==> config.mk <==
export PLATFORM = sky130hd
export DESIGN_NAME = interrupt_mask_priority
export DESIGN_NICKNAME = d
export VERILOG_FILES = /design/src/rtl/intr_mask_pkg.sv /design/src/rtl/interrupt_mask_priority.sv /design/src/rtl/mask_interrupt_slice.sv
export SDC_FILE = /design/constraint.sdc
export NUM_CORES = 1
export LEC_CHECK = 0
export BUFFER_PORTS_ARGS = -buffer_cell sky130_fd_sc_hd__buf_2
export CORE_MARGIN = 2
export CORE_UTILIZATION = 40
export DETAILED_ROUTE_END_ITERATION = 16
export GPL_TIMING_DRIVEN = 1
export PLACE_DENSITY = 0.76
export SKIP_LAST_GASP = 1
export SYNTH_ARGS = -nofsm -noshare
export SYNTH_HDL_FRONTEND = slang
export SYNTH_SLANG_ARGS = --single-unit
==> constraint.sdc <==
create_clock -name core_clk -period 1.2 [get_ports core_clk]
set_input_delay 0.24 -clock core_clk [delete_from_list [all_inputs] [get_ports core_clk]]
set_output_delay 0.24 -clock core_clk [all_outputs]
set_load 0.01 [all_outputs]
==> src/rtl/intr_mask_pkg.sv <==
// constants shared by the interrupt mask and priority front end
`default_nettype none
package intr_mask_pkg;
    localparam int LINE_COUNT = 16;
    localparam int SLICE_WIDTH = 4;
    localparam int SLICE_COUNT = LINE_COUNT / SLICE_WIDTH;
    localparam int CODE_WIDTH = 4;
    localparam int ADDR_WIDTH = 16;
    localparam int OFFSET_WIDTH = 8;
    // reset values
    localparam logic [15:0] MASK_RESET = 16'h0000;
    localparam logic [15:0] HOLD_RESET = 16'h0000;
    localparam logic [3:0] CODE_RESET = 4'h0;
    // exit offset is state number times this step
    localparam logic [7:0] OFFSET_STEP = 8'h04;
    localparam int OFFSET_SHIFT = 2;
    // return-address table and first handler word
    localparam logic [15:0] RETURN_BASE = 16'h0100;
    localparam logic [15:0] HANDLER_BASE = 16'h0101;
endpackage : intr_mask_pkg
`default_nettype wire

==> src/rtl/interrupt_mask_priority.sv <==
// interrupt mask, holding register, priority encoder and enable flags
// Functional notes
// - sixteen-bit mask; bit n enables interrupt line n
// - a line whose mask bit is clear is never captured
// - mask-load flag sets at A-cycle 250 on register-execute inter-register with X bit 0
// - mask-load flag also sets with console mask selector and Q-to-adder flag
// - with mask-load flag set, mask loads adder/shifter bits at time 300
// - stored mask is routed back to the adder/shifter
// - holding bit sets at A-cycle 50: mask, line, enable, interrupt-taken clear
// - encoder turns held line into its four-bit binary number
// - with several lines held, the lowest-numbered one wins
// - exit offset equals four times the state number
// - return address at 0100 plus offset; handler starts at 0101 plus offset
// - exit instruction reads stored return word by offset and jumps there
// - state code is passed to the Y register
// - registers are built from four-bit slices, four for sixteen lines
// - first enable at B-cycle 250 on enable/exit; second at B-cycle 200 indirect
// - interrupt-taken sets at A-cycle 250: second enable, pending, indirect or next-read
// - enable and interrupt-taken flags clear at A-cycle 300 on entry and A-cycle 200 on exit op
`default_nettype none
module interrupt_mask_priority (
    // clock and reset
    input wire logic core_clk,
    input wire logic arst_n,
    // sequencer cycles and timing points, one-cycle strobes
    input wire logic cycle_a,
    input wire logic cycle_b,
    input wire logic time_050,
    input wire logic time_200,
    input wire logic time_250,
    input wire logic time_300,
    // sequencer phases
    input wire logic reg_phase,
    input wire logic ind_addr_phase,
    input wire logic read_next_instruction_phase,
    // decoded instruction
    input wire logic inter_register_instr,
    input wire logic exit_interrupt_instr,
    input wire logic enable_interrupt_instr,
    input wire logic interrupt_exit_reg_op,
    input wire logic mask_destination_select_bit,
    input wire logic [7:0] exit_offset_field,
    // console and adder controls
    input wire logic console_mask_select,
    input wire logic q_to_adder_flag,
    input wire logic [15:0] adder_out,
    // interrupt lines from fault logic and I/O
    input wire logic [15:0] interrupt_lines,
    // storage answer for the exit read
    input wire logic return_word_valid,
    input wire logic [15:0] return_word,
    // mask back to the datapath
    output logic [15:0] mask_to_adder,
    // interrupt state and vector
    output logic interrupt_pending,
    output logic interrupt_taken_flag,
    output logic interrupt_active,
    output logic [3:0] state_code,
    output logic [7:0] exit_offset,
    output logic [15:0] return_addr,
    output logic [15:0] handler_addr,
    // Y register transfer
    output logic y_load,
    output logic [3:0] y_code,
    // exit instruction read and jump
    output logic exit_read_req,
    output logic [15:0] exit_read_addr,
    output logic exit_jump,
    output logic [15:0] exit_jump_addr
);
    logic mask_load_flag;
    logic enable_first;
    logic enable_second;
    logic [15:0] mask;
    logic [15:0] hold;
    logic capture;
    logic mask_load;
    logic entry_clear;
    logic exit_clear;
    logic flags_clear;
    logic take;
    logic next_y_load;
    logic exit_wait;

    // lowest set bit wins
    function automatic logic [3:0] lowest_line(input logic [15:0] bits);
        logic [3:0] code;
        code = 4'h0;
        for (int i = 15; i >= 0; i--)
        begin
            if (bits[i])
                code = i[3:0];
        end
        return code;
    endfunction : lowest_line

    // sequencer decodes
    assign capture = cycle_a && time_050 && enable_second && !interrupt_taken_flag;
    assign mask_load = mask_load_flag && time_300;
    assign entry_clear = cycle_a && time_300 && interrupt_taken_flag
        && (ind_addr_phase || read_next_instruction_phase);
    assign exit_clear = cycle_a && time_200 && reg_phase && interrupt_exit_reg_op;
    assign flags_clear = entry_clear || exit_clear;
    assign interrupt_pending = |hold;
    assign take = cycle_a && time_250 && enable_second && interrupt_pending
        && (ind_addr_phase || read_next_instruction_phase);

    // four slices make up the sixteen-line mask and holding registers
    genvar s;
    generate
        for (s = 0; s < intr_mask_pkg::SLICE_COUNT; s++)
        begin : g_slice
            mask_interrupt_slice u_slice (
                .core_clk(core_clk),
                .arst_n(arst_n),
                .mask_load(mask_load),
                .mask_data(adder_out[s*4 +: 4]),
                .capture(capture),
                .hold_clear(flags_clear),
                .lines(interrupt_lines[s*4 +: 4]),
                .mask(mask[s*4 +: 4]),
                .hold(hold[s*4 +: 4])
            );
        end
    endgenerate

    assign mask_to_adder = mask;
    assign interrupt_active = enable_second;

    // adder to mask control flag; cleared once the load is done
    always_ff @(posedge core_clk or negedge arst_n)
    begin
        if (!arst_n)
            mask_load_flag <= 1'b0;
        else if ((cycle_a && time_250 && reg_phase && inter_register_instr && mask_destination_select_bit)
                 || (console_mask_select && q_to_adder_flag))
            mask_load_flag <= 1'b1;
        else if (time_300)
            mask_load_flag <= 1'b0;
    end

    // first enable flag
    always_ff @(posedge core_clk or negedge arst_n)
    begin
        if (!arst_n)
            enable_first <= 1'b0;
        else if (cycle_b && time_250 && reg_phase && (exit_interrupt_instr || enable_interrupt_instr))
            enable_first <= 1'b1;
        else if (flags_clear)
            enable_first <= 1'b0;
    end

    // second enable flag; exit instruction gets no delay
    always_ff @(posedge core_clk or negedge arst_n)
    begin
        if (!arst_n)
            enable_second <= 1'b0;
        else if ((cycle_b && time_200 && ind_addr_phase && enable_first)
                 || (cycle_b && time_250 && reg_phase && exit_interrupt_instr))
            enable_second <= 1'b1;
        else if (flags_clear)
            enable_second <= 1'b0;
    end

    // interrupt-taken flag
    always_ff @(posedge core_clk or negedge arst_n)
    begin
        if (!arst_n)
            interrupt_taken_flag <= 1'b0;
        else if (take)
            interrupt_taken_flag <= 1'b1;
        else if (flags_clear)
            interrupt_taken_flag <= 1'b0;
    end

    // state code and vector latched when the interrupt is taken
    always_ff @(posedge core_clk or negedge arst_n)
    begin
        if (!arst_n)
        begin
            state_code <= intr_mask_pkg::CODE_RESET;
            exit_offset <= 8'h00;
            return_addr <= intr_mask_pkg::RETURN_BASE;
            handler_addr <= intr_mask_pkg::HANDLER_BASE;
        end
        else if (take)
        begin
            state_code <= lowest_line(hold);
            exit_offset <= {2'b00, lowest_line(hold), 2'b00};
            return_addr <= intr_mask_pkg::RETURN_BASE + {6'h00, lowest_line(hold), 2'b00};
            handler_addr <= intr_mask_pkg::HANDLER_BASE + {6'h00, lowest_line(hold), 2'b00};
        end
    end

    // transfer of the code to the Y register
    assign next_y_load = take;
    always_ff @(posedge core_clk or negedge arst_n)
    begin
        if (!arst_n)
        begin
            y_load <= 1'b0;
            y_code <= intr_mask_pkg::CODE_RESET;
        end
        else
        begin
            y_load <= next_y_load;
            if (next_y_load)
                y_code <= lowest_line(hold);
        end
    end

    // exit instruction: read return word by offset, then jump to it
    always_ff @(posedge core_clk or negedge arst_n)
    begin
        if (!arst_n)
        begin
            exit_read_req <= 1'b0;
            exit_read_addr <= intr_mask_pkg::RETURN_BASE;
            exit_wait <= 1'b0;
            exit_jump <= 1'b0;
            exit_jump_addr <= 16'h0000;
        end
        else
        begin
            exit_read_req <= 1'b0;
            exit_jump <= 1'b0;
            if (cycle_a && time_200 && reg_phase && exit_interrupt_instr && !exit_wait)
            begin
                exit_read_req <= 1'b1;
                exit_read_addr <= intr_mask_pkg::RETURN_BASE + {8'h00, exit_offset_field};
                exit_wait <= 1'b1;
            end
            else if (exit_wait && return_word_valid)
            begin
                exit_jump <= 1'b1;
                exit_jump_addr <= return_word;
                exit_wait <= 1'b0;
            end
        end
    end
endmodule : interrupt_mask_priority
`default_nettype wire

==> src/rtl/mask_interrupt_slice.sv <==
// one 4-bit slice of the mask register and interrupt holding register
`default_nettype none
module mask_interrupt_slice (
    // clock and reset
    input wire logic core_clk,
    input wire logic arst_n,
    // mask load from the adder/shifter
    input wire logic mask_load,
    input wire logic [3:0] mask_data,
    // holding register capture and clear
    input wire logic capture,
    input wire logic hold_clear,
    input wire logic [3:0] lines,
    // stored state
    output logic [3:0] mask,
    output logic [3:0] hold
);
    // mask bit n enables line n of this slice
    always_ff @(posedge core_clk or negedge arst_n)
    begin
        if (!arst_n)
            mask <= intr_mask_pkg::MASK_RESET[3:0];
        else if (mask_load)
            mask <= mask_data;
    end

    // a line is held only where its mask bit is set; capture with clear keeps only the newly captured lines
    always_ff @(posedge core_clk or negedge arst_n)
    begin
        if (!arst_n)
            hold <= intr_mask_pkg::HOLD_RESET[3:0];
        else if (capture)
            hold <= (hold_clear ? 4'h0 : hold) | (mask & lines);
        else if (hold_clear)
            hold <= 4'h0;
    end
endmodule : mask_interrupt_slice
`default_nettype wire

======== Word-level counts from Yosys, hierarchy flattened ========
Index checks and enable logic that the tools add are counted.
operators by class
  muxes and demuxes ....................... 36
  reduce and logical (&&, ||, !) cells .... 42
  $add $sub $neg .......................... 3
  bitwise logic cells ..................... 9
operator list
  operator                                      count
  2-to-1 mux 4 bit                              25
  logical AND 1 bit                             28
  adder 9 x 6 -> 10 bit (first input constant)  2
  bitwise AND 4 bit                             4
  bitwise OR 4 bit                              4
  OR reduction 16 bit                           1
  2-to-1 mux 1 bit                              11
  adder 9 x 8 -> 10 bit (first input constant)  1
  nonzero test 2 bit                            5
  logical OR 1 bit                              5
  zero test 1 bit                               2
  AND reduction 2 bit                           1
  inverter 1 bit                                1
storage, ports and cells
  logic and storage cells ................. 111
  output and inout bits ................... 102
  input bits .............................. 75
  bits in registers ....................... 108

======== Logic depth before layout (Yosys ltp) ========
Gate-level depths: netlist of the first run.
  depth after elaboration ................. 18
  mapped depth ............................ 5
  depth with buffers taken out ............ 5

======== Modules after synthesis ========
Synthesis of the first run repeated with hierarchy kept, for this count alone.
second synthesis, totals
  cell total of the unflattened synthesis .. 276
  area total of the unflattened synthesis .. 3230.6 um^2
by module, submodules not included
  module                   cells each  instances  seq. area each (um^2)  area an instance (um^2)
  interrupt_mask_priority  180         1          900.9                  2029.4
  mask_interrupt_slice     24          4          200.2                  300.3

======== Worst setup path before layout of the first run ========
Ideal clock, no wire load.
  path type ............................... register to register
  start ................................... register g_slice[1].u_slice.hold[1]
  end ..................................... register y_code[0]
  slack ................................... -0.229 ns
  data required time ...................... 1.079 ns
  arrival ................................. 1.308 ns
  period minus slack after synthesis ...... 1.429 ns
  setup time .............................. 0.121 ns
  path buffers ............................ 0
  stages on the path, launching flop included .. 5
  path through ............................ dfrtp_1 nor4_4 nand4_2 nor2b_4 o22a_1
on the way
  elaborated cells on any way between the ends .. 9
  classes of those cells .................. 6 x mux; 3 x reduce/logical
RTL lines
  what                    line                            text
  from (decl)             mask_interrupt_slice.sv:16      output logic [3:0] hold
  from (signal assigned)  mask_interrupt_slice.sv:31      hold <= intr_mask_pkg::HOLD_RESET[3:0];
  from (signal assigned)  mask_interrupt_slice.sv:33      hold <= (hold_clear ? 4'h0 : hold) | (mask & lines);
  OR reduction 16 bit     interrupt_mask_priority.sv:104  assign interrupt_pending = |hold;
  via interrupt_pending   interrupt_mask_priority.sv:55   output logic interrupt_pending,
  logical AND 1 bit       interrupt_mask_priority.sv:105  assign take = cycle_a && time_250 && enable_second && interrupt_pending
  logical AND 1 bit       interrupt_mask_priority.sv:106  && (ind_addr_phase || read_next_instruction_phase);
  via next_y_load         interrupt_mask_priority.sv:82   logic next_y_load;
  to (signal assigned)    interrupt_mask_priority.sv:202  y_code <= intr_mask_pkg::CODE_RESET;
  to (signal assigned)    interrupt_mask_priority.sv:208  y_code <= lowest_line(hold);
  to (decl)               interrupt_mask_priority.sv:64   output logic [3:0] y_code,
The timed path passes the listed nets, and every way through them passes these cells.
A chain may end at the register's enable or synchronous reset.

======== Worst setup path in the final report of the first run ========
  start ................................... register g_slice[1].u_slice.hold[2]
  end ..................................... output port interrupt_pending
on the way
  longest elaborated chain between the ends .. 1
ends and longest elaborated chain
  what                 line
  OR reduction 16 bit  interrupt_mask_priority.sv:104
  to (decl)            interrupt_mask_priority.sv:55
No other way between the ends.

==> results of run 1 <==
-- Yosys cell counts (2+ instances only) --
library cell	n
nand3_1	4
buf_4	54
nand2b_1	2
a21oi_1	6
nand2_1	5
inv_1	6
a32o_1	16
o21ai_0	4
buf_2	3
nor3_1	3
nor2_1	9
nor4_4	3
conb_1	2
mux2_2	39
a21o_1	2
dfrtp_1	68
-- through the flow --
| stage | utilization [%] | power [µW] |
|---|---|---|
| 5_1_grt | 62.5 | 10900 |
| 2_1_floorplan | - | 5700 |
| 3_5_place_dp | 52.4 | 7040 |
| 6_report | 62.5 | 10400 |
| 4_1_cts | 58.8 | 9580 |
| 3_3_place_gp | 52.4 | 6930 |
-- area by class of cell --
class | instances | area share (%)
Clock buffer | 11 | 3.15
Clock inverter | 4 | 1.51
Inverter | 6 | 0.469
Multi-Input combinational cell | 149 | 27.9
Sequential cell | 68 | 35.5
Tap cell | 102 | 2.65
Timing Repair Buffer | 193 | 28.8
-- worst max-delay path, delay by kind of cell (launching register included) --
kind,cells,cell delay (ps)
and+or+nand+nor,2,500
buffers and inverters,1,160
DFF,1,420
-- sequential cells by signal (all words and copies together), names as in the netlist --
register              flops
g_slice.u_slice.mask     16
mask_load_flag            1
exit_jump                 1
g_slice.u_slice.hold     16
enable_first              1
exit_read_addr            8
exit_wait                 1
y_code                    4
interrupt_taken_flag      1
exit_read_req             1
interrupt_active          1
y_load                    1
exit_jump_addr           16
-- logic make-up (layout without fill, tap and decap cells) --
family                 Yosys count  count (layout)
AO/OA/AOI/OAI                   40              40
buffers and inverters           64             214
flip-flops                      68              68
multiplexers                    40              40
other                            2              36
AND/OR/NAND/NOR                 33              33
-- worst max-delay path by stage --
stage	from	end
floorplan	g_slice[1].u_slice.hold[2]	y_code[0]
global placement	time_200	exit_read_addr[4]
global route	g_slice[2].u_slice.hold[3]	interrupt_pending
finish	g_slice[1].u_slice.hold[2]	interrupt_pending
detailed placement	time_200	exit_read_addr[4]
CTS	g_slice[0].u_slice.hold[2]	interrupt_pending
-- where the power goes --
group | internal [µW] | total, µW | switching, µW
combinational | 2730 | 4640 | 1910
sequential | 2960 | 3640 | 671
clock | 1270 | 2130 | 858
-- repair_timing --
| item | in CTS | in global routing |
|---|---|---|
| cloned | 5 | 2 |
| setup buffers | 9 | 8 |
| hold endpoints to repair | 68 | 0 |
| pin swaps | 17 | 18 |
| resized for setup | 18 | 66 |
| setup endpoints to repair | 44 | 70 |
| hold buffers | 1 | 0 |
-- metal layers --
layer,routed length [µm],up-vias
li1,-,1164
met1,3290,1259
met2,4590,152
met3,764,16
met4,195,0
met5,0,-
==> run_results.csv, run 1 <==
group,metric,value,unit
synth,synthFlopType,"dfrtp_1",
final_layout,layout.cells.most_common_list,"124 x buf_2, 63 x dfrtp_1, 36 x conb_1, 34 x buf_4",
global_route,met2_usage,36.5,%
synth,yosys.area_share.simple,7.39,%
final_layout,drive_above_1_share,63.8,%
place,placedCellCount,497,
worst_hold_path,hold_path.class,"in -> reg",
power,pwr_density_cell,2160,nW/µm²
floorplan,rows,32,
floorplan,core_area,7690,µm²
global_route,grt-ovfl-total,0,
sta,drv_slew,0,
setup_path,r2r_cells,4,
synth,postSynthRegisterBits,68,
route,vias,2591,
floorplan,ios,177,
sta,timing.final.ws_setup,-470,ps
clock_tree,clock_latency,350,ps
synth,async_flop_share,100,%
floorplan,fp.dieH,93.0,µm
floorplan,floorplan.initialDensity,41.2,%
setup_path,cp.required,960,ps
setup_path,slowest_stage,"dfrtp_1",
synth,avgSynthCellArea,12.8,µm²
route,dr.pass1.iters,4,
route,postRouteAntennaNets,0,
place,pre_cts_slack,-220,ps
sta,finalSetupViolCount,33,
sta,hold_ws,117,ps
clock_tree,htree_levels,3,
global_route,first_global_vias,2703,
worst_hold_path,min_from,"adder_out[7]",
clock_tree,cts_tree,"yes",
final_layout,layoutNonFillerInstCount,533,
synth,yosys.area.top_type,"dfrtp_1",
route,wire_per_inst,16.6,µm
synth,ys_warn_count,0,
floorplan,dieArea,8650,µm²
sta,clock-skew-final,8.95,ps
final_layout,diodes,0,
outcome,status,"finished, violations left",
sta,fmax,599,MHz
power,peakVddDrop,1300,µV
place,portBuffers,140,
place,hpwlAfterDp,5680,µm
final_layout,nFillCells,558,
synth,ys_types,37,
setup_path,cpPeakStageDelay,420,ps
setup_path,r2r_start,"g_slice[1].u_slice.hold[2]",
synth,synth_compound_area_share,10.3,%
floorplan,die-width,93.0,µm
synth,synthAdderAreaFrac,0,%
sta,final_hold_viol_count,0,
setup_path,rrSetupSlack,-210,ps
clock_tree,cts.clk_slew.worst_paths,80,ps
synth,ys_seq_area_share,53.7,%
place,place_area,4030,µm²
sta,layout_min_cycle_time,1670,ps
global_route,grtUsageMet3,7.49,%
synth,muxShareOfSynthArea,14.2,%
global_route,top_usage_layer,"met2",
synth,synthCells,247,
sta,rsz0062_at_grt,"yes",
setup_path,r2r_end,"y_code[0]",
place,place.gp.congestion,0.845,
worst_hold_path,min_to,"g_slice[1].u_slice.mask[3]",
outcome,violations,"setup timing",
flow_run,drv_cap,0,
synth,synth_top_family_by_area,"multiplexers",
setup_path,path_cells,"nor4_4 > nand4_2 > buf_6",
synth,synthXorXnorAreaFrac,0,%
synth,syn_area,3170,µm²
final_layout,final_common_cell,"buf_2",
final_layout,fin_area,4810,µm²
clock_tree,cts.sink_count,68,
worst_hold_path,hold_depth,2,
setup_path,arrival,1430,ps
setup_path,cp-end-kind,"output pin",
global_route,grt_use_met1,20.8,%
final_layout,nets,502,
global_route,grtUsageTotal,20.0,%
synth,synth_area_leaders,"dfrtp_1 54%, mux2_2 14%, buf_4 13%, a32o_1 5.1%, nor4_4 2.0%",
global_route,grt_pass1_wl,13200,µm
setup_path,worstSetupPathType,"reg -> out",
route,drc,0,
final_layout,regArea,1710,µm²
sta,setup-tns-final,-2560,ps
synth,synth_top_area_share,53.7,%
global_route,antenna_found_initial,0,
route,wirelength,8840,µm
route,via_per_inst,4.86,
power,leakagePower,0.00251,µW
clock_tree,clock_path_buffers,2,
clock_tree,root_buffer,"clkbuf_8",
setup_path,crit_path_start_kind,"flop",
global_route,grt_max_degree,69,
clock_tree,numCtsBuffers,9,
sta,layout_worst_path_cycle_share,139,%
setup_path,cp_max_fo,2,
route,drtIter0Drc,88,
final_layout,multi_input_area,1340,µm²
final_layout,synthToLayoutAreaGrowth,51.7,%
synth,synth-edff-count,0,
No activity file was read; power rests on OpenSTA's default activity.
==> inputs of run 2 (changes only) <==
--- a/config.mk
+++ b/config.mk
@@ -7,10 +7,12 @@
 export LEC_CHECK = 0
 export BUFFER_PORTS_ARGS = -buffer_cell sky130_fd_sc_hd__buf_2
 export CORE_MARGIN = 2
-export CORE_UTILIZATION = 40
+export CORE_UTILIZATION = 44
+export CTS_BUF_LIST = sky130_fd_sc_hd__clkbuf_16
 export DETAILED_ROUTE_END_ITERATION = 16
+export GPL_ROUTABILITY_DRIVEN = 1
 export GPL_TIMING_DRIVEN = 1
-export PLACE_DENSITY = 0.76
+export PLACE_DENSITY = 0.8
 export SKIP_LAST_GASP = 1
 export SYNTH_ARGS = -nofsm -noshare
 export SYNTH_HDL_FRONTEND = slang
==> constraint.sdc (replaced) <==
create_clock -name core_clk -period 1.65 [get_ports core_clk]
set_input_delay 0.33 -clock core_clk [delete_from_list [all_inputs] [get_ports core_clk]]
set_output_delay 0.33 -clock core_clk [all_outputs]
set_load 0.01 [all_outputs]
==> run_results.csv, run 2 (synthesis gave the netlist of run 1 again) <==
group,metric,value,unit
outcome,status,"finished, violations left",
final_layout,nFillCells,568,
setup_path,cp.required,1320,ps
global_route,grt_max_degree,69,
setup_path,cp_max_fo,2,
power,total_power,6770,µW
final_layout,synthToLayoutAreaGrowth,30.0,%
setup_path,r2r_start,"interrupt_taken_flag",
floorplan,fp.dieH,88.9,µm
clock_tree,cts_tree,"yes",
floorplan,die-width,88.9,µm
floorplan,rows,30,
sta,finalSetupViolCount,1,
floorplan,floorplan.initialDensity,46.1,%
floorplan,dieArea,7900,µm²
final_layout,layoutNonFillerInstCount,490,
place,placedCellCount,465,
setup_path,arrival,1390,ps
route,drc,0,
final_layout,drive_above_1_share,54.8,%
route,via_per_inst,4.86,
global_route,grt_pass1_wl,11200,µm
final_layout,final_common_cell,"buf_2",
clock_tree,numCtsBuffers,9,
place,hpwlAfterDp,5310,µm
setup_path,crit_path_start_kind,"flop",
power,pwr_density_cell,1640,nW/µm²
floorplan,core_area,6870,µm²
sta,fmax,582,MHz
route,wirelength,7410,µm
setup_path,cp-end-kind,"output pin",
outcome,violations,"setup timing",
route,wire_per_inst,15.1,µm
setup_path,r2r_cells,2,
sta,tightest_slew,647,ps
final_layout,nets,465,
power,peakVddDrop,909,µV
sta,drv_slew,0,
sta,clock-skew-final,3.53,ps
setup_path,r2r_end,"g_slice[0].u_slice.hold[2]",
sta,timing.final.ws_setup,-66.8,ps
final_layout,reg_top3,"exit_jump_addr (16), g_slice.u_slice.hold (16), g_slice.u_slice.mask (16)",
global_route,antenna_found_initial,0,
clock_tree,cts.clk_slew.worst_paths,50,ps
power,leakagePower,0.00213,µW
flow_run,drv_cap,0,
global_route,grtUsageTotal,19.2,%
sta,final_hold_viol_count,0,
route,postRouteAntennaNets,0,
clock_tree,root_buffer,"clkbuf_16",
clock_tree,clock_path_buffers,2,
worst_hold_path,hold_path.class,"in -> async",
clock_tree,clock_latency,320,ps
route,drtIter0Drc,144,
sta,layout_min_cycle_time,1720,ps
sta,maxSlewHeadroom,56.8,%
place,portBuffers,140,
route,dr.pass1.iters,4,
floorplan,ios,177,
route,vias,2380,
final_layout,diodes,0,
clock_tree,htree_levels,3,
place,place.gp.congestion,0.769,
global_route,first_global_vias,2320,
global_route,grt-ovfl-total,0,
place,pre_cts_slack,85.2,ps
setup_path,worstSetupPathType,"reg -> out",
sta,layout_worst_path_cycle_share,104,%
final_layout,layout.cells.most_common_list,"139 x buf_2, 66 x dfrtp_1, 39 x mux2_2, 36 x conb_1, 16 x a32o_1",
setup_path,rrSetupSlack,170,ps
sta,rsz0062_at_grt,"yes",
clock_tree,cts.sink_count,68,
run 2: final cells by class:
class	count	area [µm²]	share of cell area, %
Sequential cell	68	1700	41.4
Tap cell	96	120	2.92
Inverter	6	22.5	0.547
Clock buffer	9	225	5.47
Multi-Input combinational cell	149	1160	28.1
Clock inverter	6	50.0	1.22
Timing Repair Buffer	156	840	20.4
run 2: metal layers:
| layer | part of all wire, % | up-vias | track usage (%) |
|---|---|---|---|
| li1 | - | 1092 | - |
| met1 | 38 | 1129 | 21.9 |
| met2 | 51 | 144 | 32.6 |
| met3 | 9.9 | 15 | 5.97 |
| met4 | 1.9 | 0 | 9.50 |
| met5 | 0 | - | 0 |
run 2: what timing repair did:
item | 4_1_cts | 5_1_grt
resized for setup | 4 | 0
hold buffers | 0 | 0
setup endpoints to repair | 1 | 1
pin swaps | 5 | 0
buffers inserted | 10 | 0
run 2: worst max path at each step:
stage                                          start                end  cells past startpoint
after global placement                       cycle_a  exit_read_addr[6]                      4
after floorplan           g_slice[1].u_slice.hold[1]          y_code[0]                      4
after global routing      g_slice[1].u_slice.hold[3]  interrupt_pending                      3
final                     g_slice[1].u_slice.hold[3]  interrupt_pending                      3
after detailed placement                     cycle_a  exit_read_addr[2]                      4
after CTS                 g_slice[3].u_slice.hold[2]  interrupt_pending                      3
run 2: power by group:
part / switching, µW / leakage (µW) / internal [µW]
sequential: 459 / 0.000838 / 2150
clock: 624 / 0.000146 / 1130
combinational: 1130 / 0.00115 / 1270
total: 2210 / 0.00213 / 4560
run 2: through the flow:
stage	util [%]	instance area (µm²)	setup TNS [ps]	hold WS [ps]
6_report	59.9	4120	-66.8	18.3
5_1_grt	59.9	4120	-128	58.9
4_1_cts	59.9	4120	-66.6	31.9
3_5_place_dp	54.6	3750	0	373
3_3_place_gp	54.6	3750	0	374
2_1_floorplan	-	3300	0	34.4
run 2: worst max-delay path, cell delays in order (launching register included):
cell and delay [ps]:
dfrtp_1 410, nor4_4 330, nand4_2 160, buf_6 150
==> inputs of run 3 (changes only) <==
--- a/config.mk
+++ b/config.mk
@@ -5,15 +5,15 @@
 export SDC_FILE = /design/constraint.sdc
 export NUM_CORES = 1
 export LEC_CHECK = 0
+export ABC_AREA = 1
 export BUFFER_PORTS_ARGS = -buffer_cell sky130_fd_sc_hd__buf_2
 export CORE_MARGIN = 2
-export CORE_UTILIZATION = 44
+export CORE_UTILIZATION = 45
 export CTS_BUF_LIST = sky130_fd_sc_hd__clkbuf_16
 export DETAILED_ROUTE_END_ITERATION = 16
 export GPL_ROUTABILITY_DRIVEN = 1
 export GPL_TIMING_DRIVEN = 1
-export PLACE_DENSITY = 0.8
-export SKIP_LAST_GASP = 1
+export PLACE_DENSITY = 0.81
 export SYNTH_ARGS = -nofsm -noshare
 export SYNTH_HDL_FRONTEND = slang
 export SYNTH_SLANG_ARGS = --single-unit
==> run_results.csv, run 3 <==
group,metric,value,unit
floorplan,rows,30,
setup_path,cp.required,1320,ps
floorplan,fp.dieH,88.5,µm
place,place.gp.congestion,0.855,
place,portBuffers,140,
final_layout,layout.cells.most_common_list,"140 x buf_2, 91 x nand2_1, 68 x dfrtp_1, 36 x conb_1, 28 x inv_1",
setup_path,path_delay_family,"simple AND/OR/NAND/NOR gates",
synth,synth_area_leaders,"dfrtp_1 53%, buf_4 12%, nand2_1 11%, mux2_2 8.1%, o22ai_1 3.3%",
route,vias,2550,
final_layout,layoutNonFillerInstCount,558,
global_route,top_usage_layer,"met2",
final_layout,multi_input_area,1120,µm²
final_layout,final_common_cell,"buf_2",
sta,final_hold_viol_count,0,
global_route,met2_usage,31.6,%
sta,drv_slew,0,
setup_path,cp_max_fo,2,
synth,syn_area,3210,µm²
route,wirelength,6930,µm
floorplan,core_area,6830,µm²
global_route,antenna_found_initial,0,
clock_tree,cts.sink_count,68,
flow_run,drv_cap,0,
final_layout,fin_util,59.2,%
sta,maxSlewHeadroom,50.9,%
global_route,first_global_vias,2385,
sta,clock-skew-final,4.49,ps
sta,rsz0062_at_grt,"yes",
setup_path,path_buf_inv,2,
synth,synthFlopType,"dfrtp_1",
outcome,violations,"setup timing",
sta,finalSetupViolCount,1,
clock_tree,cts_tree,"yes",
sta,tightest_slew,737,ps
synth,avgSynthCellArea,9.84,µm²
synth,synth_common_cells,"92 x nand2_1, 68 x dfrtp_1, 52 x buf_4, 27 x inv_1, 23 x mux2_2",
power,pwr_density_cell,1680,nW/µm²
place,place_area,3790,µm²
floorplan,dieArea,7820,µm²
clock_tree,clock_latency,320,ps
route,drtIter0Drc,128,
sta,layout_worst_path_cycle_share,112,%
setup_path,slowest_stage,"dfrtp_1",
synth,ys_types,27,
clock_tree,cts.clk_slew.worst_paths,50,ps
setup_path,cpPeakStageDelay,400,ps
synth,synth_top_area_share,53.0,%
setup_path,r2r_cells,3,
place,placedCellCount,543,
final_layout,nFillCells,619,
setup_path,r2r_end,"interrupt_active",
synth,ys_warn_count,0,
setup_path,cp-end-kind,"output pin",
clock_tree,root_buffer,"clkbuf_16",
place,pre_cts_slack,99.1,ps
floorplan,die-width,88.5,µm
sta,fmax,540,MHz
synth,synth-edff-count,0,
final_layout,regArea,1700,µm²
outcome,status,"finished, violations left",
global_route,grtUsageMet3,3.26,%
setup_path,worstSetupPathType,"reg -> out",
floorplan,floorplan.initialDensity,47.0,%
final_layout,nets,533,
global_route,grt_max_degree,69,
synth,synthCells,326,
final_layout,fin_area,4050,µm²
setup_path,path_cells,"nor4_4 > nand2_2 > nor3_4 > inv_1 > buf_2",
clock_tree,htree_levels,3,
final_layout,drive_above_1_share,41.3,%
synth,ys_seq_area_share,53.0,%
synth,yosys.area.top_type,"dfrtp_1",
global_route,grt_use_met1,21.7,%
sta,layout_min_cycle_time,1850,ps
final_layout,reg_top3,"exit_jump_addr (16), g_slice.u_slice.hold (16), g_slice.u_slice.mask (16)",
final_layout,diodes,0,
power,leakagePower,0.00225,µW
clock_tree,clock_path_buffers,2,
worst_hold_path,hold_path.class,"in -> async",
clock_tree,cts_setup_buffers,0,
global_route,grtUsageTotal,18.0,%
route,wire_per_inst,12.4,µm
setup_path,r2r_start,"interrupt_taken_flag",
route,drc,0,
synth,async_flop_share,100,%
clock_tree,numCtsBuffers,9,
synth,postSynthRegisterBits,68,
sta,timing.final.ws_setup,-201,ps
setup_path,crit_path_start_kind,"flop",
route,postRouteAntennaNets,0,
synth,yosysMostFrequentCell,"nand2_1",
final_layout,synthToLayoutAreaGrowth,26.1,%
global_route,grt-ovfl-total,0,
route,dr.pass1.iters,4,
power,peakVddDrop,749,µV
floorplan,ios,177,
global_route,grt_pass1_wl,10800,µm
route,via_per_inst,4.57,
place,hpwlAfterDp,5290,µm
setup_path,rrSetupSlack,250,ps
setup_path,arrival,1520,ps
run 3: changes by cell type after synthesis, moves of 7 or more:
| cell | delta |
|---|---|
| nand3_1 | +7 |
| inv_1 | +21 |
| nand2_1 | +87 |
| a32o_1 | -16 |
| o22ai_1 | +17 |
| mux2_2 | -16 |
run 3: layout make-up:
class,instances,share of cell area [%]
Multi-Input combinational cell,206,27.7
Tap cell,96,2.97
Inverter,29,2.75
Sequential cell,68,42.1
Timing Repair Buffer,144,18.4
Clock buffer,9,5.57
Clock inverter,6,0.618
run 3: worst max-delay path by stage:
| stage | start | to | slack, ps | depth (start not counted) |
|---|---|---|---|---|
| 6_report | g_slice[2].u_slice.hold[2] | interrupt_pending | -200 | 5 |
| 5_1_grt | g_slice[2].u_slice.hold[2] | interrupt_pending | -320 | 5 |
| 4_1_cts | g_slice[2].u_slice.hold[2] | interrupt_pending | -210 | 5 |
| 3_5_place_dp | g_slice[3].u_slice.hold[2] | interrupt_pending | 100 | 7 |
| 3_3_place_gp | g_slice[2].u_slice.hold[2] | interrupt_pending | 150 | 5 |
| 2_1_floorplan | g_slice[2].u_slice.hold[2] | interrupt_pending | 280 | 4 |
run 3: per-layer routing:
| metal | wire length, µm | part of all wire (%) |
|---|---|---|
| met1 | 2740 | 40 |
| met2 | 3650 | 53 |
| met3 | 441 | 6.4 |
| met4 | 99 | 1.4 |
| met5 | 0 | 0 |
run 3: cell families (layout without fill, tap and decap cells):
kind of cell    Yosys count  count (layout)  share of synthesized area [%]
other cells               2              36                          0.234
compound gates           26              26                           5.07
buf+inv                  86             188                           16.3
flops                    68              68                           53.0
simple gates            120             120                           16.9
mux                      24              24                           8.42
run 3: what timing repair did:
item,in CTS,in global routing
hold buffers,0,0
endpoints found under the hold margin,0,0
endpoints found under the setup margin,1,1
resized for setup,3,0
run 3: power by group:
| part | internal, µW | switching (µW) | total, µW |
|---|---|---|---|
| Combinational | 1080 | 1450 | 2530 |
| Clock | 979 | 633 | 1610 |
| Sequential | 2260 | 383 | 2640 |
| Total | 4320 | 2470 | 6790 |
run 3: worst reg2reg max path: stages (launching register included):
cell and delay, ps:
dfrtp_1 360, nand3_1 100, o21ai_2 590, o221ai_1 200
run 3: metrics by stage:
stage	TNS, ps	hold WS [ps]	power (µW)
finish	-201	26.7	6790
CTS	-212	43.9	6850
detailed placement	0	381	5190
global placement	0	374	5100
global route	-319	57.5	7310
floorplan	0	34.4	4450
